## src/inc/rtcs_pkg.sv

```systemverilog
package rtcs_pkg;

  // Bus and data widths
  localparam int ADDR_W = 8;
  localparam int DATA_W = 32;
  localparam int BYTE_W = 8;
  localparam int NBYTES = 4;

  // Register indices; byte address is four times the index
  localparam logic [5:0] IDX_SNAP0 = 6'h00;
  localparam logic [5:0] IDX_SNAP1 = 6'h01;
  localparam logic [5:0] IDX_SNAP2 = 6'h02;
  localparam logic [5:0] IDX_SNAP3 = 6'h03;
  localparam logic [5:0] IDX_CTRL  = 6'h04;
  localparam logic [5:0] IDX_STAT  = 6'h05;
  localparam logic [5:0] IDX_MASK  = 6'h06;
  localparam logic [5:0] IDX_WAKE0 = 6'h08;
  localparam logic [5:0] IDX_WAKE1 = 6'h09;
  localparam logic [5:0] IDX_WAKE2 = 6'h0a;
  localparam logic [5:0] IDX_WAKE3 = 6'h0b;

  // Control register fields
  localparam int CTL_LOAD_BIT = 0;
  localparam int CTL_SNAP_BIT = 1;
  localparam int CTL_AEN_BIT  = 2;
  localparam int CTL_RUN_BIT  = 3;

  // Status and mask register fields
  localparam int STAT_ALARM_BIT = 0;
  localparam int STAT_WRAP_BIT  = 1;
  localparam int NEVENTS        = 2;

  // Reset values
  localparam logic [7:0]  RST_BYTE  = 8'h00;
  localparam logic [3:0]  RST_CTRL  = 4'h0;
  localparam logic [1:0]  RST_EVT   = 2'h0;
  localparam logic [31:0] RST_WORD  = 32'h0000_0000;

endpackage

```

## src/verilog/rtcs_sync.sv

```systemverilog
`timescale 1ns/100ps
`default_nettype none

module rtcs_sync (
  input  wire logic pclk,
  input  wire logic presetn,
  input  wire logic async_in,
  output logic      rise_q
);

  logic s1_q;
  logic s2_q;
  logic s3_q;
  logic level_q;

  // Three-stage synchroniser; first stage feeds only the second
  always_ff @(posedge pclk or negedge presetn) begin
    if (!presetn) begin
      s1_q <= 1'b0;
      s2_q <= 1'b0;
      s3_q <= 1'b0;
    end else begin
      s1_q <= async_in;
      s2_q <= s1_q;
      s3_q <= s2_q;
    end
  end

  // Filtered level follows only when stages two and three agree
  always_ff @(posedge pclk or negedge presetn) begin
    if (!presetn) begin
      level_q <= 1'b0;
      rise_q  <= 1'b0;
    end else begin
      if (s2_q == s3_q) begin
        level_q <= s3_q;
      end
      rise_q <= (s2_q == s3_q) && s3_q && !level_q;
    end
  end

endmodule

`default_nettype wire

```

## src/verilog/rtcs_timer.sv

```systemverilog
`timescale 1ns/100ps
`default_nettype none

module rtcs_timer
  import rtcs_pkg::*;
(
  input  wire logic              pclk,
  input  wire logic              presetn,
  input  wire logic              tick,
  input  wire logic              run,
  input  wire logic              load,
  input  wire logic [DATA_W-1:0] load_value,
  input  wire logic [DATA_W-1:0] alarm_value,
  input  wire logic              alarm_en,
  output logic      [DATA_W-1:0] count_q,
  output logic                   alarm_hit_q,
  output logic                   wrap_q
);

  logic [DATA_W-1:0] next_count;

  assign next_count = count_q + 32'h0000_0001;

  // Free-running count; a load wins over a tick
  always_ff @(posedge pclk or negedge presetn) begin
    if (!presetn) begin
      count_q <= RST_WORD;
    end else if (load) begin
      count_q <= load_value;
    end else if (run && tick) begin
      count_q <= next_count;
    end
  end

  // Alarm fires when the count steps onto the programmed value
  always_ff @(posedge pclk or negedge presetn) begin
    if (!presetn) begin
      alarm_hit_q <= 1'b0;
      wrap_q      <= 1'b0;
    end else begin
      alarm_hit_q <= !load && run && tick && alarm_en && (next_count == alarm_value);
      wrap_q      <= !load && run && tick && (count_q == 32'hffff_ffff);
    end
  end

endmodule

`default_nettype wire

```

## src/verilog/rtcs_top.sv

```systemverilog
// Summary of operation
// - Four snapshot bytes together read or load the full 32-bit timer.
// - Timer and snapshot bytes exchange data only on load or snapshot bit.
// - Four alarm bytes hold a 32-bit value that raises the alarm event.
// - Snapshot bytes two and three sit at 0x02 and 0x03, RW, reset zero.
// - Alarm bytes zero to two sit at 0x08, 0x09, 0x0A, RW, reset zero.
// - Snapshot byte one sits at 0x01, RW, reset zero.
// - Alarm byte three sits at 0x0B, RW, reset zero.
//
// Local design decision: the APB interface to the registers.
`timescale 1ns/100ps
`default_nettype none

module rtcs_top (
  input  wire logic                       pclk,
  input  wire logic                       presetn,
  input  wire logic                       psel,
  input  wire logic                       penable,
  input  wire logic                       pwrite,
  input  wire logic [rtcs_pkg::ADDR_W-1:0] paddr,
  input  wire logic [rtcs_pkg::DATA_W-1:0] pwdata,
  input  wire logic [3:0]                 pstrb,
  output logic      [rtcs_pkg::DATA_W-1:0] prdata,
  output logic                            pready,
  output logic                            pslverr,
  input  wire logic                       rtc_osc,
  output logic                            irq
);
  import rtcs_pkg::*;

  // Register storage, addressed by byte index
  logic [BYTE_W-1:0]  snap_q [NBYTES];
  logic [BYTE_W-1:0]  wake_q [NBYTES];
  logic               aen_q;
  logic               run_q;
  logic               load_pulse_q;
  logic               snap_pulse_q;
  logic [NEVENTS-1:0] stat_q;
  logic [NEVENTS-1:0] mask_q;

  // Bus response flops
  logic [DATA_W-1:0]  prdata_q;
  logic               pready_q;
  logic               pslverr_q;
  logic               irq_q;

  // Bus decode
  logic [5:0]         idx;
  logic               setup_cyc;
  logic               wr_take;
  logic               wr_lane0;
  logic [BYTE_W-1:0]  wbyte;
  logic [DATA_W-1:0]  rd_word;

  // Per-register write strobes
  logic               wr_snap;
  logic               wr_wake;
  logic               wr_ctrl;
  logic               wr_stat;
  logic               wr_mask;

  // Timer interface
  logic               osc_tick;
  logic [DATA_W-1:0]  count;
  logic [DATA_W-1:0]  snap_word;
  logic [DATA_W-1:0]  wake_word;
  logic               alarm_hit;
  logic               wrap_hit;
  logic [NEVENTS-1:0] evt_set;
  logic [NEVENTS-1:0] evt_clr;

  // True when the index names a register of the map
  function automatic logic addr_hit(input logic [5:0] i);
    case (i)
      IDX_SNAP0, IDX_SNAP1, IDX_SNAP2, IDX_SNAP3: addr_hit = 1'b1;
      IDX_CTRL, IDX_STAT, IDX_MASK:               addr_hit = 1'b1;
      IDX_WAKE0, IDX_WAKE1, IDX_WAKE2, IDX_WAKE3: addr_hit = 1'b1;
      default:                                    addr_hit = 1'b0;
    endcase
  endfunction

  // Packs four bytes, byte zero lowest
  function automatic logic [DATA_W-1:0] pack4(input logic [BYTE_W-1:0] b0,
                                              input logic [BYTE_W-1:0] b1,
                                              input logic [BYTE_W-1:0] b2,
                                              input logic [BYTE_W-1:0] b3);
    pack4 = {b3, b2, b1, b0};
  endfunction

  // True for the four snapshot byte indices
  function automatic logic is_snap(input logic [5:0] i);
    is_snap = (i <= IDX_SNAP3);
  endfunction

  // True for the four alarm byte indices
  function automatic logic is_wake(input logic [5:0] i);
    is_wake = (i >= IDX_WAKE0) && (i <= IDX_WAKE3);
  endfunction

  // Widens one register byte to a bus word, upper bits zero
  function automatic logic [DATA_W-1:0] zext8(input logic [BYTE_W-1:0] b);
    zext8 = {{(DATA_W-BYTE_W){1'b0}}, b};
  endfunction

  assign idx       = paddr[7:2];
  assign setup_cyc = psel && !penable;
  assign wr_take   = psel && penable && pready_q && pwrite && addr_hit(idx);
  assign wr_lane0  = wr_take && pstrb[0];
  assign wbyte     = pwdata[BYTE_W-1:0];

  // Accepted low-lane writes sorted by target register
  assign wr_snap   = wr_lane0 && is_snap(idx);
  assign wr_wake   = wr_lane0 && is_wake(idx);
  assign wr_ctrl   = wr_lane0 && (idx == IDX_CTRL);
  assign wr_stat   = wr_lane0 && (idx == IDX_STAT);
  assign wr_mask   = wr_lane0 && (idx == IDX_MASK);

  // Whole-word views of the byte registers
  assign snap_word = pack4(snap_q[0], snap_q[1], snap_q[2], snap_q[3]);
  assign wake_word = pack4(wake_q[0], wake_q[1], wake_q[2], wake_q[3]);

  // Slow oscillator enters the bus clock domain here
  rtcs_sync u_sync (
    .pclk     (pclk),
    .presetn  (presetn),
    .async_in (rtc_osc),
    .rise_q   (osc_tick)
  );

  // Timer counter and alarm compare
  rtcs_timer u_timer (
    .pclk        (pclk),
    .presetn     (presetn),
    .tick        (osc_tick),
    .run         (run_q),
    .load        (load_pulse_q),
    .load_value  (snap_word),
    .alarm_value (wake_word),
    .alarm_en    (aen_q),
    .count_q     (count),
    .alarm_hit_q (alarm_hit),
    .wrap_q      (wrap_hit)
  );

  // Bus answer: ready rises for the access phase after each setup
  always_ff @(posedge pclk or negedge presetn) begin
    if (!presetn) begin
      pready_q  <= 1'b0;
      pslverr_q <= 1'b0;
    end else begin
      pready_q  <= setup_cyc;
      pslverr_q <= setup_cyc && !addr_hit(idx);
    end
  end

  // Read multiplexer over the register map
  always_comb begin
    rd_word = RST_WORD;
    case (idx)
      IDX_SNAP0: rd_word = zext8(snap_q[0]);
      IDX_SNAP1: rd_word = zext8(snap_q[1]);
      IDX_SNAP2: rd_word = zext8(snap_q[2]);
      IDX_SNAP3: rd_word = zext8(snap_q[3]);
      IDX_CTRL:  rd_word = {28'h000_0000, run_q, aen_q, 2'b00};
      IDX_STAT:  rd_word = {30'h0000_0000, stat_q};
      IDX_MASK:  rd_word = {30'h0000_0000, mask_q};
      IDX_WAKE0: rd_word = zext8(wake_q[0]);
      IDX_WAKE1: rd_word = zext8(wake_q[1]);
      IDX_WAKE2: rd_word = zext8(wake_q[2]);
      IDX_WAKE3: rd_word = zext8(wake_q[3]);
      default:   rd_word = RST_WORD;
    endcase
  end

  // Read data sampled in the setup cycle; writes and unmapped reads give zero
  always_ff @(posedge pclk or negedge presetn) begin
    if (!presetn) begin
      prdata_q <= RST_WORD;
    end else if (setup_cyc && !pwrite) begin
      prdata_q <= rd_word;
    end else if (setup_cyc) begin
      prdata_q <= RST_WORD;
    end
  end

  // Snapshot bytes: bus writes, or capture of the running count
  always_ff @(posedge pclk or negedge presetn) begin
    if (!presetn) begin
      for (int i = 0; i < NBYTES; i++) begin
        snap_q[i] <= RST_BYTE;
      end
    end else if (snap_pulse_q) begin
      for (int i = 0; i < NBYTES; i++) begin
        snap_q[i] <= count[i*BYTE_W +: BYTE_W];
      end
    end else if (wr_snap) begin
      snap_q[idx[1:0]] <= wbyte;
    end
  end

  // Alarm bytes, written only by the bus
  always_ff @(posedge pclk or negedge presetn) begin
    if (!presetn) begin
      for (int i = 0; i < NBYTES; i++) begin
        wake_q[i] <= RST_BYTE;
      end
    end else if (wr_wake) begin
      wake_q[idx[1:0]] <= wbyte;
    end
  end

  // Control: enables held, load and snapshot self-clearing
  always_ff @(posedge pclk or negedge presetn) begin
    if (!presetn) begin
      aen_q        <= RST_CTRL[CTL_AEN_BIT];
      run_q        <= RST_CTRL[CTL_RUN_BIT];
      load_pulse_q <= RST_CTRL[CTL_LOAD_BIT];
      snap_pulse_q <= RST_CTRL[CTL_SNAP_BIT];
    end else begin
      load_pulse_q <= wr_ctrl && wbyte[CTL_LOAD_BIT];
      snap_pulse_q <= wr_ctrl && wbyte[CTL_SNAP_BIT];
      if (wr_ctrl) begin
        aen_q <= wbyte[CTL_AEN_BIT];
        run_q <= wbyte[CTL_RUN_BIT];
      end
    end
  end

  // Event sources and write-one-to-clear requests
  assign evt_set[STAT_ALARM_BIT] = alarm_hit;
  assign evt_set[STAT_WRAP_BIT]  = wrap_hit;
  assign evt_clr = wr_stat ? wbyte[NEVENTS-1:0] : RST_EVT;

  // Sticky status; a new event beats a clear in the same cycle
  always_ff @(posedge pclk or negedge presetn) begin
    if (!presetn) begin
      stat_q <= RST_EVT;
    end else begin
      stat_q <= (stat_q & ~evt_clr) | evt_set;
    end
  end

  // Interrupt mask
  always_ff @(posedge pclk or negedge presetn) begin
    if (!presetn) begin
      mask_q <= RST_EVT;
    end else if (wr_mask) begin
      mask_q <= wbyte[NEVENTS-1:0];
    end
  end

  // Level interrupt from unmasked status
  always_ff @(posedge pclk or negedge presetn) begin
    if (!presetn) begin
      irq_q <= 1'b0;
    end else begin
      irq_q <= |(((stat_q & ~evt_clr) | evt_set) & mask_q);
    end
  end

  assign prdata  = prdata_q;
  assign pready  = pready_q;
  assign pslverr = pslverr_q;
  assign irq     = irq_q;

endmodule

`default_nettype wire

```

## config.mk

```make
export PLATFORM = sky130hd
export DESIGN_NAME = rtcs_top
export DESIGN_NICKNAME = d
export VERILOG_FILES = /design/src/inc/rtcs_pkg.sv /design/src/verilog/rtcs_sync.sv /design/src/verilog/rtcs_timer.sv /design/src/verilog/rtcs_top.sv
export SDC_FILE = /design/constraint.sdc
export NUM_CORES = 1
export LEC_CHECK = 0
export BUFFER_PORTS_ARGS = -buffer_cell sky130_fd_sc_hd__buf_2
export CAP_MARGIN = 20
export CORE_UTILIZATION = 50
export CTS_BUF_LIST = sky130_fd_sc_hd__clkbuf_8 sky130_fd_sc_hd__clkbuf_16
export DETAILED_ROUTE_END_ITERATION = 16
export PLACE_DENSITY = 0.7
export SYNTH_ARGS = -nofsm -noshare
export SYNTH_HDL_FRONTEND = slang
export SYNTH_SLANG_ARGS = --single-unit
export TNS_END_PERCENT = 20
```

## constraint.sdc

```tcl
create_clock -name pclk -period 3.52 [get_ports pclk]
set_clock_uncertainty 0.15 [all_clocks]
set_input_delay 0.176 -clock pclk [delete_from_list [all_inputs] [get_ports pclk]]
set_output_delay 0.176 -clock pclk [all_outputs]
set_load 0.02 [all_outputs]
```

# Word level (Yosys, flattened, before mapping)
# Memory sizes are Yosys's and may differ from the RTL's.
# Cells that the tools add are included.
# word_totals
register_bits,146
rom_bits,32
output_inout_bits,35
word_cells,102
mem_count,2
# mem_list
name,depth,width,rd,rd_clocked_by_memory_dff,wr,line_no,source
(no name shown),16,1,1,0,0,rtcs_top.sv:74,case (i)
(no name shown),16,1,1,0,0,rtcs_top.sv:74,
# classes
addsub,1
n_lt_le_gt_ge,5
eq_ne,13
muxes,14
bitwise_logic,5
n_reduce_logical,36
# ops
op,n
32-bit two-way mux,6
8-bit one-hot mux with 11 select lines,1
32-bit bitwise mux,2
"32-bit by 1-bit adder with 32-bit output, second input constant",1
32-bit == test,1
"32-bit == test, second input constant",1
1-bit logical AND,25
"6-bit by 4-bit == test with 1-bit output, second input constant",4
"6-bit by 3-bit == test with 1-bit output, second input constant",3
8-bit demux with 2-bit select,1
"6-bit by 2-bit == test with 1-bit output, second input constant",2
8-bit two-way mux,1
"6-bit by 1-bit == test with 1-bit output, second input constant",1
"6-bit by 4-bit >= comparator with 1-bit output, second input constant",1
"6-bit by 2-bit <= comparator with 1-bit output, second input constant",1
"6-bit by 4-bit <= comparator with 1-bit output, second input constant",1
6-bit logical NOT,1
2-bit nonzero test,3
1-bit logical NOT,5
2-bit bitwise AND,2
"3-bit >= comparator, second input constant",1
"3-bit by 1-bit less-than comparator with 1-bit output, second input constant",1
2-bit NOT with 3-bit output,1
2-bit logical NOT,1
6 further kinds,7

# Depth between registers and ports, before layout
# depth
word_depth,12
mapped_depth,10
ltp_nobuf,8

# By module
# From an unflattened synthesis, not the netlist that was laid out.
# unflattened
hier_cells,749
hier_area_um2,7400.8
# modules_own_cells
mod,n_inst,cells_each,area_each_um2,seq_area_each_um2
rtcs_top,1,390,4354.2,2077.0
rtcs_timer,1,351,2887.8,850.8
rtcs_sync,1,8,158.9,125.1

# Least setup slack after synthesis
# OpenSTA, ideal clock, no wires.
# synth_path
path_type,register to register
start,register u_timer.count_q[0]
end,register u_timer.alarm_hit_q
arrival_time_ns,2.554
t_required_ns,3.302
setup_slack_ns,0.748
stages_incl_launch_ff,10
period_less_slack_ns,2.772
cell_sequence,dfrtp_1 ha_1 nand4_2 or3_1 buf_6 or3_4 a2111oi_4 nand4_1 a2111oi_2 and4_1
# synth_via
elab_chain_len,3
# synth_rtl
item,line_no,source
from (decl),rtcs_timer.sv:15,"output logic [DATA_W-1:0] count_q,"
from (signal assigned),rtcs_timer.sv:29,count_q <= load_value;
from (signal assigned),rtcs_timer.sv:31,count_q <= next_count;
32-bit by 1-bit adder with 32-bit output,rtcs_timer.sv:22,assign next_count = count_q + 32'h0000_0001;
32-bit == test,rtcs_timer.sv:41,alarm_hit_q <= !load && run && tick && alarm_en && (next_count == alarm_value);
1-bit logical AND,rtcs_timer.sv:41,
to (signal assigned),rtcs_timer.sv:41,
to (decl),rtcs_timer.sv:16,"output logic alarm_hit_q,"
# No other way between the ends.
# A chain may end at the register's enable or synchronous reset.

# Worst setup path after layout
# Same ends and word-level chain as after synthesis.

==> impl_metrics.toml <==
[synthesis]
yosysWarnings = 0
primary_ff_master_synth = "sky130_fd_sc_hd__dfrtp_1"
mappedNetlistArea_um2 = 7330
yosysSeqAreaShare = 0.416
ys_async_sr_fraction = 1.00
syn_inst = 775
yosys_register_bits = 122
synth_enable_flop_cells = 0
postSynthAreaPerCell_um2 = 9.46
netlist-cell-type-count = 65

[worst_setup_path]
crit_fanout = 7
cpPeakStageDelay_ns = 0.52
crit_required_ns = 3.73
reg2reg_from = "u_timer.count_q[0]"
reg2reg_to = "u_timer.alarm_hit_q"
worstSetupStartpointType = "flop"
cp-startpoint = "u_timer.count_q[0]"
cp_slowest_cell = "sky130_fd_sc_hd__or3_1"
setup.reg_to_reg.worst_slack_ns = 0.37
r2r_worst_path_depth = 8
worst-endpoint-arrival_ns = 3.36
worstPathCellList = "ha_1 > nand4_2 > or3_1 > or3_4 > a2111oi_4 > nand4_1 > a2111oi_2 > and4_1"
cp-end-kind = "flop"
worst-setup-path-type = "flop to flop"
worst_setup_path_endpoint = "u_timer.alarm_hit_q"

[route]
num_vias = 6191
detail_route.first_pass.iterations = 5
via_density_per_instance = 6.27
post-route-drc-count = 0
ant_nets = 0
detail_route.wirelength_mm = 22.2
initialDrtViolationCount = 675
avgRoutedWirePerCell_um = 22.5

[cts]
cts_tree = "done"
worst_skew_pair.late_latency_ns = 0.43
cts_buffers = 17
cts_setup_buffers = 0
ctsLongestPathBuffers = 2
htree_num_levels = 4
cts.clk_slew.worst_paths_ns = 0.06
clock_sinks = 122
cts_repair_resize_count = 0
clock_tree.root_cell = "sky130_fd_sc_hd__clkbuf_16"

[cells_and_area]
ff_latch_area_um2 = 3050
antenna_cells_inserted = 0
syn_to_final_growth_pct = 11.9
nNetsFinal = 846
finish.utilization = 0.582
multiInputGateArea_um2 = 3890
fillCellCount = 1246
drive_gt1_frac = 0.185

[global_route]
grt_antenna_before_repair = 0
grt.overflow.total = 0
grt_first_pass_wirelength_mm = 34.3
vias_in_the_first_global_route = 5943
maximum_number_of_pins_on_one_net_before_global_route_repair = 65
track_usage = 0.312

[power]
irDropWorstVdd_mv = 0.303
power_per_cell_area_nw_per_um2 = 410
leakage_nw = 3.39
fin_total_pwr_w = 0.00336

[floorplan]
core.rowCount = 43
start_util = 0.520
top_level_ports = 85
floorplan.die_area_um2 = 15100
die_extent_in_x_um = 123
dieHeight_um = 123
core_outline_area_um2 = 14100

[timing]
timing_hold_violations_final = 0
worst_slew_margin_rel = 0.469
finalHoldWorstSlack_ns = 0.0185
rsz0062_at_grt = "false"
finalMaxSlewViolations = 0
tightest_slew_ns = 0.793
finalSetupTns_ns = 0
setup_violations = 0
period_utilization = 0.895
achievable-frequency_mhz = 318
time_the_final_worst_path_needs_with_i_o_delays_and_setup_ns = 3.15

[place]
dp_hpwl_mm = 16.0
gp_congestion = 0.975
portBuffers = 31

[job]
cap_violations = 0

[min_path]
min_delay_worst_type = "input pin to flop"

[outcome]
run_status = "finished, final reports clean"
==> metal layers <==
metal / routed length (µm) / global-route usage / up-vias
met5: 0 / 0 / -
met4: 924 / 0.159 / 0
met1: 9200 / 0.419 / 3066
met3: 2010 / 0.0780 / 66
li1: - / - / 2717
met2: 10000 / 0.469 / 342
==> stage by stage <==
stage / cell area, µm² / instances / worst slack (ns)
after floorplan: 7420 / 798 / 0.748
after global placement: 7560 / 951 / 0.485
after detailed placement: 7560 / 951 / 0.425
after CTS: 8200 / 987 / 0.415
after global routing: 8200 / 987 / 0.261
final: 8200 / 987 / 0.371
==> power breakdown <==
| group | leakage (nW) | switching [W] | internal [W] | total [W] |
|---|---|---|---|---|
| registers | 1.52 | 0.00000657 | 0.00141 | 0.00142 |
| clock network | 0.285 | 0.000673 | 0.00111 | 0.00178 |
| logic | 1.59 | 0.000117 | 0.0000415 | 0.000159 |
==> cell type report <==
class,count,share of cell area
multi-input combinational,585,0.474
sequential,122,0.372
clock buffer,17,0.0519
timing repair buffer,62,0.0503
tap,180,0.0275
clock inverter,15,0.0214
inverter,6,0.00275
==> cells in the final DEF, fill, tap and decap left out, types with 17 or more instances in the layout <==
cell type,count
sky130_fd_sc_hd__conb_1,24
sky130_fd_sc_hd__nor2_1,37
sky130_fd_sc_hd__dfrtp_1,121
sky130_fd_sc_hd__buf_4,27
sky130_fd_sc_hd__xnor2_1,39
sky130_fd_sc_hd__mux2_2,43
sky130_fd_sc_hd__mux2i_1,43
sky130_fd_sc_hd__nand2_1,109
sky130_fd_sc_hd__nand3_1,28
sky130_fd_sc_hd__buf_2,30
sky130_fd_sc_hd__clkbuf_16,17
sky130_fd_sc_hd__o21ai_0,86
sky130_fd_sc_hd__xor2_1,28
==> kinds of logic (layout without fill, tap and decap cells) <==
logic type | count (synthesis) | in the layout | synth area share
AOI/OAI and AO/OA | 138 | 138 | 0.118
xor gates and xnor gates | 67 | 67 | 0.0800
adders and majority gates | 2 | 2 | 0.00341
buffers and inverters | 91 | 100 | 0.0652
DFF | 122 | 122 | 0.416
muxes | 91 | 91 | 0.140
other | 1 | 24 | 0.000512
and+or+nand+nor | 263 | 263 | 0.176
==> worst min-delay path by stage <==
stage                     depth (start not counted)  slack, ns      start            to
after CTS                                         2      0.007  pwdata[1]  snap_pulse_q
after floorplan                                   0      -0.27    presetn         aen_q
after global routing                              2       0.02  pwdata[1]  snap_pulse_q
after detailed placement                          1       0.13    presetn     snap_q[8]
final                                             2       0.02  pwdata[5]    wake_q[13]
after global placement                            1       0.12    presetn     snap_q[8]
==> sequential cells by signal, indices dropped and copies added (netlist names), 2 cells and up <==
signal / cells
u_timer.count_q: 32
snap_q: 32
prdata: 8
wake_q: 32
mask_q: 2
stat_q: 2
==> critical path: cells and delay by family, from the launching register on <==
| kind | cells | cell delay (ns) |
|---|---|---|
| DFF | 1 | 0.51 |
| and+or+nand+nor | 5 | 1.51 |
| AOI/OAI and AO/OA | 2 | 0.57 |
| adders and majority gates | 1 | 0.34 |
==> repair_timing <==
item / CTS / global route
hold endpoints to repair: 54 / 0
setup endpoints to repair: 0 / 0
hold buffers: 4 / 0
==> synthesized netlist by cell type, drive strengths merged (8+ instances only) <==
cell type,number,area share
mux2,43,0.066
buf,41,0.040
mux2i,43,0.059
nor2,39,0.021
clkbuf,44,0.023
xor2,28,0.033
dfrtp,122,0.42
xnor2,39,0.047
and3,14,0.012
a21oi,8,0.0055
a22o,8,0.0096
nand3,29,0.022
nor3,15,0.012
nand2,109,0.056
nand4,15,0.014
o21ai,87,0.059
(Power assumes the default switching activity.)
